<file path="src/verilog/flow_pkg.sv">
package flow_pkg;

  // Program counter and vector
  localparam int PC_W = 10;
  localparam logic [PC_W-1:0] PC_RESET = 10'h000;
  localparam logic [PC_W-1:0] VECTOR = {PC_W{1'b1}};
  localparam int STACK_DEPTH = 31;

  // Sequencing operation codes from the decoder
  localparam logic [2:0] OP_SEQ = 3'h0;
  localparam logic [2:0] OP_JUMP = 3'h1;
  localparam logic [2:0] OP_CALL = 3'h2;
  localparam logic [2:0] OP_RETURN = 3'h3;
  localparam logic [2:0] OP_RETURN_FROM_ISR = 3'h4;
  localparam logic [2:0] OP_INT_ENABLE = 3'h5;
  localparam logic [2:0] OP_INT_DISABLE = 3'h6;

  // Condition codes
  localparam logic [2:0] COND_ALWAYS = 3'h0;
  localparam logic [2:0] COND_CARRY_SET = 3'h1;
  localparam logic [2:0] COND_CARRY_CLEAR = 3'h2;
  localparam logic [2:0] COND_ZERO_SET = 3'h3;
  localparam logic [2:0] COND_ZERO_CLEAR = 3'h4;

  // Register byte offsets
  localparam logic [7:0] REG_CTRL = 8'h00;
  localparam logic [7:0] REG_STATUS = 8'h04;
  localparam logic [7:0] REG_ERR = 8'h08;
  localparam logic [7:0] REG_IRQ_COUNT = 8'h0c;

  // Field positions and reset values
  localparam int CTRL_RUN_BIT = 0;
  localparam int CTRL_SRST_BIT = 1;
  localparam logic CTRL_RUN_RESET = 1'b1;
  localparam int ST_ZERO_BIT = 16;
  localparam int ST_CARRY_BIT = 17;
  localparam int ST_IE_BIT = 18;
  localparam int ST_ISR_BIT = 19;
  localparam int ST_LEVEL_LSB = 24;
  localparam int ERR_OVF_BIT = 0;
  localparam int ERR_UNF_BIT = 1;
  localparam int IRQ_COUNT_W = 16;

  // AHB transfer type bit that marks an active transfer
  localparam int HTRANS_ACTIVE_BIT = 1;

  // Sequencer states
  typedef enum logic [3:0] {
    ST_FETCH = 4'b0001,
    ST_EXEC = 4'b0010,
    ST_IENT0 = 4'b0100,
    ST_IENT1 = 4'b1000
  } seq_state_t;

endpackage

</file>
<file path="src/verilog/call_stack.sv">
`timescale 1ns/1ps
module call_stack #(
  parameter int W = 10,
  parameter int DEPTH = 31,
  parameter int LVL_W = $clog2(DEPTH + 1)
) (
  input wire logic hclk,
  input wire logic hresetn,
  input wire logic ce,
  input wire logic clr,
  input wire logic push,
  input wire logic pop,
  input wire logic [W-1:0] push_data,
  output logic [W-1:0] top,
  output logic [LVL_W-1:0] level,
  output logic overflow,
  output logic underflow
);

  typedef struct packed {
    logic [DEPTH-1:0][W-1:0] mem;
    logic [LVL_W-1:0] lvl;
  } stack_state_t;

  stack_state_t q;
  stack_state_t d;

  localparam logic [LVL_W-1:0] FULL = LVL_W'(DEPTH);

  // Top entry, zero when empty
  always_comb begin
    top = '0;
    if (q.lvl != '0) begin
      top = q.mem[q.lvl - 1'b1];
    end
  end

  assign level = q.lvl;
  assign overflow = push & (q.lvl == FULL);
  assign underflow = pop & (q.lvl == '0);

  // Push at full is dropped, pop at empty leaves level at zero
  always_comb begin
    d = q;
    if (clr) begin
      d.lvl = '0;
    end else if (push && q.lvl != FULL) begin
      d.mem[q.lvl] = push_data;
      d.lvl = q.lvl + 1'b1;
    end else if (pop && q.lvl != '0) begin
      d.lvl = q.lvl - 1'b1;
    end
  end

  always_ff @(posedge hclk or negedge hresetn) begin
    if (!hresetn) begin
      q <= '0;
    end else if (ce) begin
      q <= d;
    end
  end

endmodule

</file>
<file path="src/verilog/program_flow.sv">
// Local design decisions: the AHB-Lite slave port and the address map.
`timescale 1ns/1ps
// Behaviour
// - Program counter steps by one after each instruction unless flow changes.
// - Reset event sets program counter to zero.
// - Jump, call, return honour none, carry set/clear, zero set/clear conditions.
// - Untaken jump changes nothing yet still takes two clock cycles.
// - Taken jump loads target, leaves stack and flags alone.
// - Targets are absolute addresses from the instruction only.
// - Taken call pushes current counter then loads subroutine address.
// - Untaken call takes two cycles and changes nothing.
// - Taken return pops top, adds one, loads counter.
// - Call and return never write zero or carry flags.
// - Interrupt ignored until enabled after reset; disable blocks recognition.
// - Recognised interrupt finishes current instruction then calls the vector.
// - Entry saves flags, clears enable, pushes counter.
// - Pushed address is the preempted instruction, which has not run.
// - Acknowledge is high in the second cycle of interrupt entry.
// - Recognition happens as the address bus moves to the preempted instruction.
// - Vector is the last store location, all ones.
// - Return from interrupt restores flags and pops counter without increment.
// - Return from interrupt enables or leaves disabled per its option.
// - Every instruction takes two clock cycles.
module program_flow #(
  parameter int DEPTH = flow_pkg::STACK_DEPTH
) (
  input wire logic hclk,
  input wire logic hresetn,
  input wire logic ce,
  // AHB-Lite slave
  input wire logic hsel,
  input wire logic [31:0] haddr,
  input wire logic [1:0] htrans,
  input wire logic hwrite,
  input wire logic [2:0] hsize,
  input wire logic [31:0] hwdata,
  input wire logic hready,
  output logic hreadyout,
  output logic hresp,
  output logic [31:0] hrdata,
  // Decoded instruction, valid in the second cycle
  input wire logic [2:0] instr_op,
  input wire logic [2:0] instr_cond,
  input wire logic [flow_pkg::PC_W-1:0] instr_addr,
  input wire logic instr_ie_opt,
  // Flag results of other instructions
  input wire logic alu_flag_we,
  input wire logic alu_zero,
  input wire logic alu_carry,
  // Interrupt pin and acknowledge
  input wire logic irq,
  output logic irq_ack,
  // Program flow outputs
  output logic [flow_pkg::PC_W-1:0] inst_addr,
  output logic instr_phase2,
  output logic zero,
  output logic carry,
  output logic irq_enabled
);

  localparam int LVL_W = $clog2(DEPTH + 1);

  typedef struct packed {
    flow_pkg::seq_state_t st;
    logic [flow_pkg::PC_W-1:0] pc;
    logic zero;
    logic carry;
    logic ie;
    logic zero_saved;
    logic carry_saved;
    logic in_isr;
    logic irq_meta;
    logic irq_sync;
    logic irq_seen;
    logic ack;
    logic run;
    logic srst;
    logic ovf;
    logic unf;
    logic [flow_pkg::IRQ_COUNT_W-1:0] irq_count;
    logic wr;
    logic [7:0] wa;
    logic [31:0] rdata;
  } flow_state_t;

  flow_state_t q;
  flow_state_t d;

  logic push;
  logic pop;
  logic clr;
  logic [flow_pkg::PC_W-1:0] push_pc;
  logic [flow_pkg::PC_W-1:0] stk_top;
  logic [LVL_W-1:0] stk_level;
  logic stk_ovf;
  logic stk_unf;
  logic access;
  logic met;
  logic [flow_pkg::PC_W-1:0] nxt;

  // Condition check against the current flags
  function automatic logic cond_met(
    input logic [2:0] cond,
    input logic z,
    input logic c
  );
    logic r;
    r = 1'b0;
    case (cond)
      flow_pkg::COND_ALWAYS: r = 1'b1;
      flow_pkg::COND_CARRY_SET: r = c;
      flow_pkg::COND_CARRY_CLEAR: r = ~c;
      flow_pkg::COND_ZERO_SET: r = z;
      flow_pkg::COND_ZERO_CLEAR: r = ~z;
      default: r = 1'b0;
    endcase
    return r;
  endfunction

  // Register read decode
  function automatic logic [31:0] read_word(
    input logic [7:0] off,
    input flow_state_t s,
    input logic [LVL_W-1:0] lvl
  );
    logic [31:0] w;
    w = '0;
    case (off)
      flow_pkg::REG_CTRL: begin
        w[flow_pkg::CTRL_RUN_BIT] = s.run;
      end
      flow_pkg::REG_STATUS: begin
        w[flow_pkg::PC_W-1:0] = s.pc;
        w[flow_pkg::ST_ZERO_BIT] = s.zero;
        w[flow_pkg::ST_CARRY_BIT] = s.carry;
        w[flow_pkg::ST_IE_BIT] = s.ie;
        w[flow_pkg::ST_ISR_BIT] = s.in_isr;
        w[flow_pkg::ST_LEVEL_LSB +: LVL_W] = lvl;
      end
      flow_pkg::REG_ERR: begin
        w[flow_pkg::ERR_OVF_BIT] = s.ovf;
        w[flow_pkg::ERR_UNF_BIT] = s.unf;
      end
      flow_pkg::REG_IRQ_COUNT: begin
        w[flow_pkg::IRQ_COUNT_W-1:0] = s.irq_count;
      end
      default: w = '0;
    endcase
    return w;
  endfunction

  call_stack #(
    .W(flow_pkg::PC_W),
    .DEPTH(DEPTH),
    .LVL_W(LVL_W)
  ) u_stack (
    .hclk(hclk),
    .hresetn(hresetn),
    .ce(ce),
    .clr(clr),
    .push(push),
    .pop(pop),
    .push_data(push_pc),
    .top(stk_top),
    .level(stk_level),
    .overflow(stk_ovf),
    .underflow(stk_unf)
  );

  // Bus answers with no wait states unless frozen
  assign hreadyout = ce;
  assign hresp = 1'b0;
  assign hrdata = q.rdata;
  assign access = hsel & hready & htrans[flow_pkg::HTRANS_ACTIVE_BIT];

  // Outputs straight from state
  assign inst_addr = q.pc;
  assign instr_phase2 = (q.st == flow_pkg::ST_EXEC);
  assign zero = q.zero;
  assign carry = q.carry;
  assign irq_enabled = q.ie;
  assign irq_ack = q.ack;

  // Next-state logic
  always_comb begin
    d = q;
    push = 1'b0;
    pop = 1'b0;
    clr = 1'b0;
    push_pc = q.pc;
    met = cond_met(instr_cond, q.zero, q.carry);
    nxt = q.pc + 1'b1;
    d.ack = 1'b0;
    d.srst = 1'b0;

    // Interrupt pin synchroniser
    d.irq_meta = irq;
    d.irq_sync = q.irq_meta;

    // Bus address phase and read data
    d.wr = access & hwrite;
    if (access) begin
      d.wa = haddr[7:0];
    end
    if (access && !hwrite) begin
      d.rdata = read_word(haddr[7:0], q, stk_level);
    end

    // Bus data phase
    if (q.wr) begin
      case (q.wa)
        flow_pkg::REG_CTRL: begin
          d.run = hwdata[flow_pkg::CTRL_RUN_BIT];
          d.srst = hwdata[flow_pkg::CTRL_SRST_BIT];
        end
        flow_pkg::REG_ERR: begin
          if (hwdata[flow_pkg::ERR_OVF_BIT]) begin
            d.ovf = 1'b0;
          end
          if (hwdata[flow_pkg::ERR_UNF_BIT]) begin
            d.unf = 1'b0;
          end
        end
        default: d.run = q.run;
      endcase
    end

    // Pending request latched only while enabled
    d.irq_seen = (q.irq_seen | q.irq_sync) & q.ie;

    // Sequencer
    case (q.st)
      flow_pkg::ST_FETCH: begin
        if (q.run) begin
          d.st = flow_pkg::ST_EXEC;
        end
      end
      flow_pkg::ST_EXEC: begin
        case (instr_op)
          flow_pkg::OP_JUMP: begin
            if (met) begin
              nxt = instr_addr;
            end
          end
          flow_pkg::OP_CALL: begin
            if (met) begin
              push = 1'b1;
              push_pc = q.pc;
              nxt = instr_addr;
            end
          end
          flow_pkg::OP_RETURN: begin
            if (met) begin
              pop = 1'b1;
              nxt = stk_top + 1'b1;
            end
          end
          flow_pkg::OP_RETURN_FROM_ISR: begin
            pop = 1'b1;
            nxt = stk_top;
            d.zero = q.zero_saved;
            d.carry = q.carry_saved;
            d.ie = instr_ie_opt;
            d.in_isr = 1'b0;
          end
          flow_pkg::OP_INT_ENABLE: begin
            d.ie = 1'b1;
          end
          flow_pkg::OP_INT_DISABLE: begin
            d.ie = 1'b0;
          end
          default: begin
            // Only ordinary instructions write ALU results to the flags
            if (alu_flag_we) begin
              d.zero = alu_zero;
              d.carry = alu_carry;
            end
          end
        endcase
        d.pc = nxt;
        // Recognise as the address moves to the preempted instruction
        if (q.irq_seen && d.ie) begin
          d.st = flow_pkg::ST_IENT0;
        end else begin
          d.st = flow_pkg::ST_FETCH;
        end
      end
      flow_pkg::ST_IENT0: begin
        push = 1'b1;
        push_pc = q.pc;
        d.zero_saved = q.zero;
        d.carry_saved = q.carry;
        d.ie = 1'b0;
        d.irq_seen = 1'b0;
        d.in_isr = 1'b1;
        d.irq_count = q.irq_count + 1'b1;
        d.ack = 1'b1;
        d.st = flow_pkg::ST_IENT1;
      end
      flow_pkg::ST_IENT1: begin
        d.pc = flow_pkg::VECTOR;
        d.st = flow_pkg::ST_FETCH;
      end
      default: begin
        d.st = flow_pkg::ST_FETCH;
      end
    endcase

    // Sticky stack errors, set wins over clear
    if (stk_ovf) begin
      d.ovf = 1'b1;
    end
    if (stk_unf) begin
      d.unf = 1'b1;
    end

    // Software reset event
    if (q.srst) begin
      clr = 1'b1;
      push = 1'b0;
      pop = 1'b0;
      d.pc = flow_pkg::PC_RESET;
      d.st = flow_pkg::ST_FETCH;
      d.ie = 1'b0;
      d.irq_seen = 1'b0;
      d.ack = 1'b0;
      d.in_isr = 1'b0;
      d.zero = 1'b0;
      d.carry = 1'b0;
    end
  end

  // State register
  always_ff @(posedge hclk or negedge hresetn) begin
    if (!hresetn) begin
      q <= '0;
      q.st <= flow_pkg::ST_FETCH;
      q.pc <= flow_pkg::PC_RESET;
      q.run <= flow_pkg::CTRL_RUN_RESET;
    end else if (ce) begin
      q <= d;
    end
  end

endmodule

</file>
<file path="config.mk">
export PLATFORM = sky130hd
export DESIGN_NAME = program_flow
export DESIGN_NICKNAME = d
export VERILOG_FILES = /design/src/verilog/flow_pkg.sv /design/src/verilog/call_stack.sv /design/src/verilog/program_flow.sv
export SDC_FILE = /design/constraint.sdc
export NUM_CORES = 1
export LEC_CHECK = 0
export ABC_AREA = 1
export BUFFER_PORTS_ARGS = -buffer_cell sky130_fd_sc_hd__buf_2
export CORE_ASPECT_RATIO = 1.2
export CORE_MARGIN = 2
export CORE_UTILIZATION = 45
export CTS_BUF_LIST = sky130_fd_sc_hd__clkbuf_8
export CTS_CLUSTER_SIZE = 25
export DETAILED_ROUTE_END_ITERATION = 8
export HOLD_SLACK_MARGIN = 0.06
export MAX_ROUTING_LAYER = met4
export SLEW_MARGIN = 20
export SYNTH_ARGS = -nofsm -noshare
export SYNTH_HDL_FRONTEND = slang
export SYNTH_SLANG_ARGS = --single-unit
</file>
<file path="constraint.sdc">
create_clock -name hclk -period 4.07 [get_ports hclk]
set_input_delay 0.407 -clock hclk [delete_from_list [all_inputs] [get_ports hclk]]
set_output_delay 0.407 -clock hclk [all_outputs]
set_load 0.05 [all_outputs]
</file>
==> results of run 1 <==
## worst max-delay path: cells and delay by family (launching register included)
kind	cells	cell delay, ns
AO/OA/AOI/OAI	2	0.24
buffers and inverters	3	0.68
flip-flops	1	0.41
AND/OR/NAND/NOR	14	1.61
adder cells (fa/ha/maj)	2	0.65
## cells in the mapped netlist, drive strengths merged
cell / instances
a211oi: 2
a21boi: 2
a21oi: 57
a221oi: 3
a22oi: 3
a31oi: 3
a32o: 2
and3: 1
buf: 141
clkbuf: 75
clkinv: 4
conb: 1
dfrtp: 391
dfstp: 2
ha: 8
inv: 87
nand2: 847
nand3: 295
nand4: 8
nor2: 80
nor3: 19
nor3b: 1
nor4: 8
o2111ai: 2
o211ai: 6
o21ai: 371
o22ai: 5
o31ai: 4
or2: 1
xnor2: 1
xor2: 19
## logic make-up (layout without fill, tap and decap cells)
| kind of cell | Yosys count | count (layout) | share of synthesized area |
|---|---|---|---|
| fa+ha+maj | 8 | 8 | 0.00516 |
| other cells | 1 | 8 | 0.000193 |
| xor+xnor | 20 | 20 | 0.00902 |
| flops | 393 | 393 | 0.507 |
| simple gates | 1260 | 1260 | 0.277 |
| buf+inv | 307 | 330 | 0.0784 |
| compound gates | 460 | 460 | 0.123 |
## path summary, 6_finish.rpt
kind	start	end	slack [ns]	depth (start not counted)
min in group asynchronous	hresetn	u_stack.q[289]	0.43	2
worst min-delay path	haddr[3]	q[35]	0.15	3
worst max-delay path	u_stack.level[1]	inst_addr[6]	0.37	21
worst min register to register	q[63]	q[63]	0.47	2
worst max register to register	u_stack.level[1]	inst_addr[6]	0.37	21
max in group asynchronous	hresetn	hrdata[11]	2.53	3
## repair_timing
action,CTS,global route
endpoints found under the setup margin,0,0
hold buffers,11,0
endpoints found under the hold margin,110,0
## per-layer routing
metal  GRT usage  share of wire  vias up
met5           -              0        -
li1            -              -     7951
met4      0.0990          0.032        0
met2       0.411           0.48      468
met3      0.0329          0.048      101
met1       0.321           0.44     7908
## registers in the layout, indices dropped and copies added, names as in the netlist
register and flops:
inst_addr 10, q 38, u_stack.q 310, irq_ack 1
carry 1, irq_enabled 1, u_stack.level 5, hrdata 25
zero 1, d 1
## layout make-up
| type | count | share of cell area |
|---|---|---|
| clock buffers | 86 | 0.0561 |
| clock inverters | 27 | 0.00539 |
| inverters | 91 | 0.0168 |
| multi-input cells | 1756 | 0.383 |
| flip-flops and latches | 393 | 0.466 |
| well taps | 552 | 0.0327 |
| repair buffers | 126 | 0.0403 |
## stage by stage
stage                     instance area, um^2  instances  hold slack [ns]  power, mW
after floorplan                         19400       2456            0.111       9.28
after global placement                  19700       2907            0.456       11.4
after detailed placement                19700       2907            0.458       11.4
after CTS                               21100       3031            0.108       14.9
after global routing                    21100       3031            0.132       15.8
final                                   21100       3031            0.152       14.9
## report_power, final
group	total, mW	switching (mW)	internal [mW]
logic	6.98	5.12	1.86
registers	4.42	0.255	4.17
clock network	3.47	1.59	1.88
total	14.9	6.96	7.91
==> results.sh, run 1 <==
export IMPL_status="finished, final reports clean"
export IMPL_power_density_nw_per_um2=704
export IMPL_layout_drive_gt1_share=0.105
export IMPL_grt_antenna_before_repair=0
export IMPL_post_synth_top_area_cell="dfrtp_1"
export IMPL_place_gp_congestion=0.905
export IMPL_clock_latency_ns=0.61
export IMPL_final_critical_path_setup_slack_ns=0.368
export IMPL_tritoncts="built"
export IMPL_avgRoutedWirePerCell_um=17.6
export IMPL_totalNegativeSetupSlack_ns=0
export IMPL_cts_repair_resized=0
export IMPL_synthDistinctLibCells=52
export IMPL_antennaDiodeCount=0
export IMPL_critical_path_max_stage_delay_ns=0.44
export IMPL_synth_top_cells_by_area="dfrtp_1 50%, nand2_1 16%, nand3_1 7.6%"
export IMPL_die_h_um=232
export IMPL_worst_ep_arrival_time_ns=4.20
export IMPL_finalCritPeriodShare=0.910
export IMPL_synthCells=2449
export IMPL_drt_drc_violations_left=0
export IMPL_synthesis_area_um2=19400
export IMPL_clock_skew_ns=0.0189
export IMPL_die_area_um2=44800
export IMPL_final_common_cell="nand2_1"
export IMPL_dp_final_hpwl_mm=33.8
export IMPL_overflow=0
export IMPL_hold_path_class="in -> reg"
export IMPL_vias=16400
export IMPL_required_worst_endpoint_ns=4.57
export IMPL_static_leakage_power_nw=9.78
export IMPL_grtUsageTotal=0.252
export IMPL_core_rowCount=83
export IMPL_cp_cell_sequence="inv_1 -> ha_2 -> inv_1 -> nand2_1 -> nand2_2 -> buf_4 -> nand2_1 -> nand2_1 -> nand2_1 -> a21oi_1 -> nor2_2 -> ha_1 -> nand2_1 -> nor2_2 -> nand2_1 -> nand2_1 -> nand2_1 -> o21ai_1 -> nand3_1 -> nand2_1 -> nand2_1"
export IMPL_vias_per_cell=5.42
export IMPL_cts_made_buffers=67
export IMPL_floorplan_die_width_um=194
export IMPL_drt_pre_antenna_iters=6
export IMPL_largest_net_degree_at_the_start_of_global_routing=164
export IMPL_drt_first_iter_violations=1362
export IMPL_finalSetupViolations=0
export IMPL_synth_yosys_seq_area_share=0.507
export IMPL_grt_pass1_vias=16100
export IMPL_cts_max_path_buffers=3
export IMPL_core_area_um2=42700
export IMPL_criticalPathCategory="reg -> reg"
export IMPL_cts_htree_levels=3
export IMPL_drv_cap=0
export IMPL_num_nets_final=2539
export IMPL_clk_root_buffer_cell="clkbuf_8"
export IMPL_clkSinkCount=393
export IMPL_routed_wl_mm=53.5
export IMPL_layout_min_cycle_time_ns=3.70
export IMPL_grt_first_pass_wirelength_mm=87.7
export IMPL_fillCellCount=4154
export IMPL_drt_antenna_violating_nets=0
export IMPL_report_final_slew_viol_count=0
export IMPL_ff_latch_area_um2=9840
export IMPL_cp_most_frequent_cell="nand2_1"
export IMPL_post_synth_top_area_fraction=0.504
export IMPL_timing_critical_path_fanout_max=27
export IMPL_critical_path_endpoint_type="flop"
export IMPL_register_clock_pin_slew_on_the_reported_worst_setup_and_hold_paths_ns=0.06
export IMPL_place_port_buffers=78
export IMPL_initial_core_util=0.455
export IMPL_most_common_layout_cells="843 x nand2_1, 390 x dfrtp_1, 294 x nand3_1, 269 x o21ai_0, 102 x o21ai_1"
export IMPL_timing_max_slew_rel_slack=0.350
export IMPL_rsz0062_at_grt="no"
export IMPL_vdd_ir_drop_max_v=0.000526
export IMPL_syn2layout_area_growth_pct=8.77
export IMPL_multi_input_area_um2=8080
export IMPL_worstMarginPinSlew_ns=0.973
export IMPL_critical_path_slowest_cell="nand2_2"
export IMPL_final_core_utilization=0.495
export IMPL_yosys_warnings=0
export IMPL_ys_seq_elements=393
export IMPL_post_cts_repair_setup_buffers=0
export IMPL_maxClockFrequency_mhz=270
export IMPL_timing_final_hold_violations=0
export IMPL_place_worst_setup_slack_ns=0.386
export IMPL_design_portCount=145
export IMPL_worstSetupStartpointType="flop"
export IMPL_synth_avg_cell_area_um2=7.93
Note: power is estimated with default switching activity, not from simulation.
==> inputs of run 2 (changes only) <==
--- a/config.mk
+++ b/config.mk
@@ -5,7 +5,6 @@
 export SDC_FILE = /design/constraint.sdc
 export NUM_CORES = 1
 export LEC_CHECK = 0
-export ABC_AREA = 1
 export BUFFER_PORTS_ARGS = -buffer_cell sky130_fd_sc_hd__buf_2
 export CORE_ASPECT_RATIO = 1.2
 export CORE_MARGIN = 2
@@ -15,7 +14,6 @@
 export DETAILED_ROUTE_END_ITERATION = 8
 export HOLD_SLACK_MARGIN = 0.06
 export MAX_ROUTING_LAYER = met4
-export SLEW_MARGIN = 20
 export SYNTH_ARGS = -nofsm -noshare
 export SYNTH_HDL_FRONTEND = slang
 export SYNTH_SLANG_ARGS = --single-unit
==> run 2 against run 1 <==
  * Total power is 16% lower
  * Sequential share of layout area is 1.0 points lower
  * Utilization is 1.1 points higher
  * Cell count is 29% lower
  * Clock-buffer cell count is 1 lower
  * Design area is 2.3% higher
  * Critical path type unchanged
==> results.sh, run 2 <==
export IMPL_status="finished, final reports clean"
export IMPL_worstSetupStartpointType="flop"
export IMPL_criticalPathCategory="reg -> reg"
export IMPL_yosys_warnings=0
export IMPL_post_layout_total_power_mw=12.5
export IMPL_worstMarginPinSlew_ns=0.920
export IMPL_register_clock_pin_slew_on_the_reported_worst_setup_and_hold_paths_ns=0.06
export IMPL_required_worst_endpoint_ns=4.55
export IMPL_synth_top_cells_by_area="dfrtp_1 50%, mux2_2 19%, mux4_2 7.0%"
export IMPL_totalNegativeSetupSlack_ns=0
export IMPL_core_area_um2=42700
export IMPL_hold_path_class="in -> reg"
export IMPL_tritoncts="built"
export IMPL_timing_max_slew_rel_slack=0.387
export IMPL_avgRoutedWirePerCell_um=22.7
export IMPL_most_common_layout_cells="389 x dfrtp_1, 335 x mux2_2, 85 x clkbuf_8, 84 x nand2_1, 77 x buf_2"
export IMPL_vias=12500
export IMPL_worst_ep_arrival_time_ns=4.34
export IMPL_antennaDiodeCount=0
export IMPL_maxClockFrequency_mhz=259
export IMPL_asyncSetResetFlopFracSynth=1.00
export IMPL_clkSinkCount=393
export IMPL_dp_final_hpwl_mm=31.7
export IMPL_clk_root_buffer_cell="clkbuf_8"
export IMPL_critical_path_endpoint_type="flop"
export IMPL_dominantRegCellSynth="dfrtp_1"
export IMPL_die_h_um=232
export IMPL_grt_antenna_before_repair=0
export IMPL_post_cts_repair_setup_buffers=0
export IMPL_final_common_cell="dfrtp_1"
export IMPL_initial_core_util=0.455
export IMPL_netlist_top_cells_count="391 x dfrtp_1, 335 x mux2_2, 84 x nand2_1"
export IMPL_number_of_synthesized_flops_with_an_enable_pin=0
export IMPL_floorplan_die_width_um=194
export IMPL_multi_input_area_um2=8770
export IMPL_grtUsageTotal=0.229
export IMPL_overflow=0
export IMPL_layout_min_cycle_time_ns=3.86
export IMPL_rsz0062_at_grt="no"
export IMPL_clock_skew_ns=0.0221
export IMPL_largest_register="u_stack.q"
export IMPL_place_gp_congestion=0.899
export IMPL_routed_wl_mm=48.9
export IMPL_vdd_ir_drop_max_v=0.000390
export IMPL_num_nets_final=1656
export IMPL_synth_avg_cell_area_um2=13.0
export IMPL_largest_net_degree_at_the_start_of_global_routing=114
export IMPL_finalCritPeriodShare=0.948
export IMPL_ys_seq_elements=393
export IMPL_place_port_buffers=78
export IMPL_post_synth_top_area_cell="dfrtp_1"
export IMPL_core_rowCount=83
export IMPL_grt_first_pass_wirelength_mm=77.1
export IMPL_drt_antenna_violating_nets=0
export IMPL_timing_critical_path_fanout_max=9
export IMPL_drv_cap=0
export IMPL_synth_yosys_seq_area_share=0.506
export IMPL_clock_latency_ns=0.60
export IMPL_static_leakage_power_nw=10.6
export IMPL_synthCells=1491
export IMPL_synthDistinctLibCells=78
export IMPL_die_area_um2=44900
export IMPL_fillCellCount=3684
export IMPL_timing_final_hold_violations=0
export IMPL_syn2layout_area_growth_pct=11.1
export IMPL_grt_pass1_vias=13100
export IMPL_ff_latch_area_um2=9840
export IMPL_drt_pre_antenna_iters=5
export IMPL_power_density_nw_per_um2=576
export IMPL_design_portCount=145
export IMPL_cts_max_path_buffers=3
export IMPL_report_final_slew_viol_count=0
export IMPL_top_count_cell_post_synth="dfrtp_1"
export IMPL_post_synth_top_area_fraction=0.503
export IMPL_vias_per_cell=5.81
export IMPL_cts_made_buffers=66
export IMPL_synthesis_area_um2=19400
export IMPL_layout_drive_gt1_share=0.416
export IMPL_largest_register_ff_count=310
export IMPL_cts_htree_levels=3
export IMPL_finalSetupViolations=0
export IMPL_drt_first_iter_violations=728
export IMPL_drt_drc_violations_left=0
## run 2: cell count changes after synthesis, moves of 21 or more
cell,delta
buf_2,-60
mux2i_1,+47
nand2_1,-759
mux4_2,+60
a21oi_1,-27
mux2_2,+335
nand2_2,+26
nor2_1,-25
o21ai_0,-234
nand3_1,-254
a22o_1,+21
inv_1,-62
o21ai_1,-102
## run 2: critical path, stage by stage (launching register included)
cell and delay [ns]:
dfrtp_4 0.50, inv_2 0.07, ha_2 0.33, xor2_4 0.31
buf_4 0.24, mux4_2 0.32, mux2i_1 0.34, o22a_1 0.25
nand2_1 0.10, ha_1 0.30, mux2_2 0.27, a22o_1 0.18
a221oi_1 0.24, a31oi_1 0.06, o21ai_0 0.15, o21ai_0 0.09
## run 2: cell type report
cell class / count / share of cell area
Sequential cell: 393 / 0.456
Tap cell: 552 / 0.0320
Clock inverter: 31 / 0.00718
Timing Repair Buffer: 133 / 0.0423
Clock buffer: 85 / 0.0542
Multi-Input combinational cell: 941 / 0.406
Inverter: 17 / 0.00295
## run 2: worst paths after layout
kind / startpoint / slack [ns] / cells after the start / end
max in group asynchronous: hresetn / 2.58 / 3 / u_stack.q[94]
worst min register to register: hrdata[6] / 0.47 / 2 / hrdata[6]
min in group asynchronous: hresetn / 0.53 / 2 / q[32]
worst max register to register: u_stack.level[0] / 0.21 / 15 / inst_addr[1]
worst min-delay path: hwrite / 0.12 / 3 / q[40]
worst max-delay path: u_stack.level[0] / 0.21 / 15 / inst_addr[1]
## run 2: report_power, final
group	total [mW]	switching (mW)	internal [mW]
Combinational	4.54	2.99	1.55
Clock	3.49	1.56	1.93
Sequential	4.43	0.310	4.12
## run 2: timing repair
| item | CTS | global route |
|---|---|---|
| hold buffers | 10 | 0 |
| gates resized for setup | 0 | 1 |
| endpoints found under the setup margin | 0 | 1 |
| endpoints found under the hold margin | 117 | 0 |
## run 2: metal layers
metal | routed length (um) | GRT usage
met3 | 2080 | 0.0349
met5 | 0 | -
met2 | 24800 | 0.387
met1 | 20400 | 0.278
met4 | 1570 | 0.0847
## run 2: cell families after synthesis
logic type	after synthesis	synth area share
other cells	1	0.000193
compound gates	184	0.0704
mux	443	0.289
fa+ha+maj	8	0.00515
simple gates	270	0.0695
buf+inv	164	0.0460
xor+xnor	28	0.0136
flops	393	0.506
## run 2: stage by stage
step           setup WS (ns)  hold slack [ns]   util  std cells  cell area [um^2]
2_1_floorplan          0.109            0.111      -       1498             19500
3_3_place_gp           0.243            0.459  0.473       2026             20200
3_5_place_dp           0.194            0.466  0.473       2026             20200
4_1_cts                0.171           0.0811  0.506       2152             21600
5_1_grt             0.000434           0.0885  0.506       2152             21600
6_report               0.210            0.124  0.506       2152             21600
==> inputs of run 3 (changes only) <==
--- a/config.mk
+++ b/config.mk
@@ -14,6 +14,7 @@
 export DETAILED_ROUTE_END_ITERATION = 8
 export HOLD_SLACK_MARGIN = 0.06
 export MAX_ROUTING_LAYER = met4
+export PLACE_DENSITY = 0.74
 export SYNTH_ARGS = -nofsm -noshare
 export SYNTH_HDL_FRONTEND = slang
 export SYNTH_SLANG_ARGS = --single-unit
==> constraint.sdc (replaced) <==
create_clock -name hclk -period 4.07 [get_ports hclk]
set_input_delay 1.0175 -clock hclk [delete_from_list [all_inputs] [get_ports hclk]]
set_output_delay 1.0175 -clock hclk [all_outputs]
set_load 0.05 [all_outputs]
==> run 3 against run 2 <==
  * Total power fell by 1.2%
  * Global-route usage fell by 1.0 points
  * Setup slack got worse by 0.0087 ns
  * Critical path depth did not move
  * Cell count fell by 0.33%
  * Sequential power barely moved
  * Via count rose by 0.54%
  * Highest routed layer unchanged
==> results.sh, run 3 (synthesis gave the netlist of run 2 again) <==
export IMPL_status="finished, final reports clean"
export IMPL_power_report_internal_total_mw=7.51
export IMPL_die_h_um=232
export IMPL_cts_repair_resized=0
export IMPL_cts_max_path_buffers=3
export IMPL_detailroute_wirelength_met3_mm=2.07
export IMPL_met2_length_mm=23.5
export IMPL_top_layer_used="met4"
export IMPL_design_portCount=145
export IMPL_tritoncts="built"
export IMPL_most_common_layout_cells="390 x dfrtp_1, 335 x mux2_2, 84 x nand2_1, 77 x clkbuf_8, 77 x buf_2"
export IMPL_worstMarginPinSlew_ns=0.926
export IMPL_final_common_cell="dfrtp_1"
export IMPL_layout_min_cycle_time_ns=3.87
export IMPL_net_switching_power_figure_mw=4.79
export IMPL_sequentialPowerShare=0.362
export IMPL_finalSetupViolations=0
export IMPL_path_delay_family="compound AO/OA/AOI/OAI gates"
export IMPL_avgRoutedWirePerCell_um=22.1
export IMPL_core_rowCount=83
export IMPL_largest_register="u_stack.q"
export IMPL_power_frac_comb=0.371
export IMPL_critical_path_slowest_cell="dfrtp_4"
export IMPL_post_cts_repair_setup_buffers=0
export IMPL_routed_wl_mm=47.3
export IMPL_clk_root_buffer_cell="clkbuf_8"
export IMPL_grt_first_pass_wirelength_mm=74.7
export IMPL_vdd_ir_drop_max_v=0.000542
export IMPL_clock_latency_ns=0.63
export IMPL_post_layout_total_power_mw=12.3
export IMPL_swShare=0.390
export IMPL_timing_final_hold_violations=0
export IMPL_grtUsageTotal=0.219
export IMPL_place_port_buffers=78
export IMPL_register_clock_pin_slew_on_the_reported_worst_setup_and_hold_paths_ns=0.07
export IMPL_vias_per_cell=5.86
export IMPL_drt_antenna_violating_nets=0
export IMPL_timing_critical_path_fanout_max=41
export IMPL_die_area_um2=44900
export IMPL_layout_drive_gt1_share=0.420
export IMPL_core_area_um2=42700
export IMPL_cts_htree_levels=2
export IMPL_cts_hold_buffers=0
export IMPL_clkSinkCount=393
export IMPL_criticalPathCategory="reg -> reg"
export IMPL_timing_max_slew_rel_slack=0.381
export IMPL_overflow=0
export IMPL_initial_core_util=0.455
export IMPL_floorplan_die_width_um=194
export IMPL_largest_register_ff_count=310
export IMPL_clock_skew_ns=0.0342
export IMPL_power_density_nw_per_um2=572
export IMPL_place_gp_congestion=0.941
export IMPL_num_nets_final=1656
export IMPL_maxClockFrequency_mhz=258
export IMPL_clock_share_of_power=0.267
export IMPL_dp_final_hpwl_mm=31.7
export IMPL_drt_first_iter_violations=918
export IMPL_hold_path_class="in -> async"
export IMPL_rsz0062_at_grt="no"
export IMPL_fillCellCount=3597
export IMPL_cp_cell_sequence="inv_2 -> ha_2 -> xor2_4 -> buf_12 -> mux2_2 -> a221oi_1 -> o32a_1 -> nand2_1 -> ha_1 -> mux2_2 -> a22o_1 -> a221oi_1 -> a31oi_1 -> o21ai_0 -> o21ai_0"
export IMPL_report_final_slew_viol_count=0
export IMPL_finalCritPeriodShare=0.951
export IMPL_drt_pre_antenna_iters=8
export IMPL_critical_path_max_stage_delay_ns=0.49
export IMPL_worstSetupStartpointType="flop"
export IMPL_totalNegativeSetupSlack_ns=0
export IMPL_critical_path_endpoint_type="flop"
export IMPL_required_worst_endpoint_ns=4.58
export IMPL_cts_made_buffers=59
export IMPL_static_leakage_power_nw=10.5
export IMPL_metal1_wirelength_mm=19.9
export IMPL_worst_ep_arrival_time_ns=4.38
export IMPL_vias=12600
export IMPL_grt_pass1_vias=13100
export IMPL_grt_antenna_before_repair=1
export IMPL_drt_drc_violations_left=0
export IMPL_drv_cap=0
export IMPL_cp_buffers_inverters=2
export IMPL_syn2layout_area_growth_pct=10.6
export IMPL_largest_net_degree_at_the_start_of_global_routing=102
==> run 3: changes by cell type in the layout (fill, tap and decap cells not counted), sizes merged <==
cell / delta
buf: +17
diode: +1
bufinv: +1
clkinv: -6
inv: -2
clkbuf: -8
dlygate4sd3: -10
==> run 3: layout make-up <==
cell class | instances | area [um^2] | area share
Tap cell | 552 | 691 | 0.0321
Clock buffer | 77 | 1060 | 0.0493
Sequential cell | 393 | 9840 | 0.458
Antenna cell | 1 | 2.50 | 0.000116
Clock inverter | 24 | 148 | 0.00687
Multi-Input combinational cell | 941 | 8770 | 0.408
Timing Repair Buffer | 140 | 928 | 0.0432
Inverter | 17 | 63.8 | 0.00297
==> run 3: metal layers <==
metal | track usage | up-vias
met2 | 0.365 | 333
met4 | 0.0887 | 0
li1 | - | 5570
met1 | 0.270 | 6546
met5 | - | -
met3 | 0.0304 | 113
==> run 3: path summary, 6_finish.rpt <==
path	start	end	slack, ns	cells past startpoint
hold reg to reg	q[56]	q[56]	0.48	1
setup reg to reg	u_stack.level[0]	inst_addr[1]	0.20	15
min in group hclk	q[56]	q[56]	0.48	1
setup / recovery	u_stack.level[0]	inst_addr[1]	0.20	15
max in group asynchronous	hresetn	u_stack.q[59]	2.62	2
hold / removal	hresetn	u_stack.q[192]	0.45	1
==> run 3: worst register-to-register path: stages (launching register included) <==
cell and delay (ns):
dfrtp_4 0.49, inv_2 0.07, ha_2 0.31, xor2_4 0.23, buf_12 0.28, mux2_2 0.39, a221oi_1 0.31, o32a_1 0.26
nand2_1 0.12, ha_1 0.32, mux2_2 0.27, a22o_1 0.18, a221oi_1 0.24, a31oi_1 0.07, o21ai_0 0.16, o21ai_0 0.09
==> run 3: per-stage QoR <==
stage | area, um^2 | std cells | setup WS (ns) | utilization | hold WS, ns
floorplan | 19500 | 1498 | 0.109 | - | 0.446
global placement | 20300 | 2043 | 0.109 | 0.475 | 0.464
detailed placement | 20300 | 2043 | 0.137 | 0.475 | 0.477
CTS | 21500 | 2144 | 0.145 | 0.504 | 0.471
global route | 21500 | 2145 | 0.00103 | 0.504 | 0.501
finish | 21500 | 2145 | 0.201 | 0.504 | 0.449
==> run 3: power by group through the flow <==
stage | Sequential (mW) | Combinational (mW) | Clock (mW)
5_1_grt | 4.48 | 4.85 | 3.54
4_1_cts | 4.44 | 4.53 | 3.35
6_report | 4.45 | 4.56 | 3.29
2_1_floorplan | 4.32 | 3.22 | 0
3_5_place_dp | 4.50 | 4.51 | 0
3_3_place_gp | 4.49 | 4.46 | 0
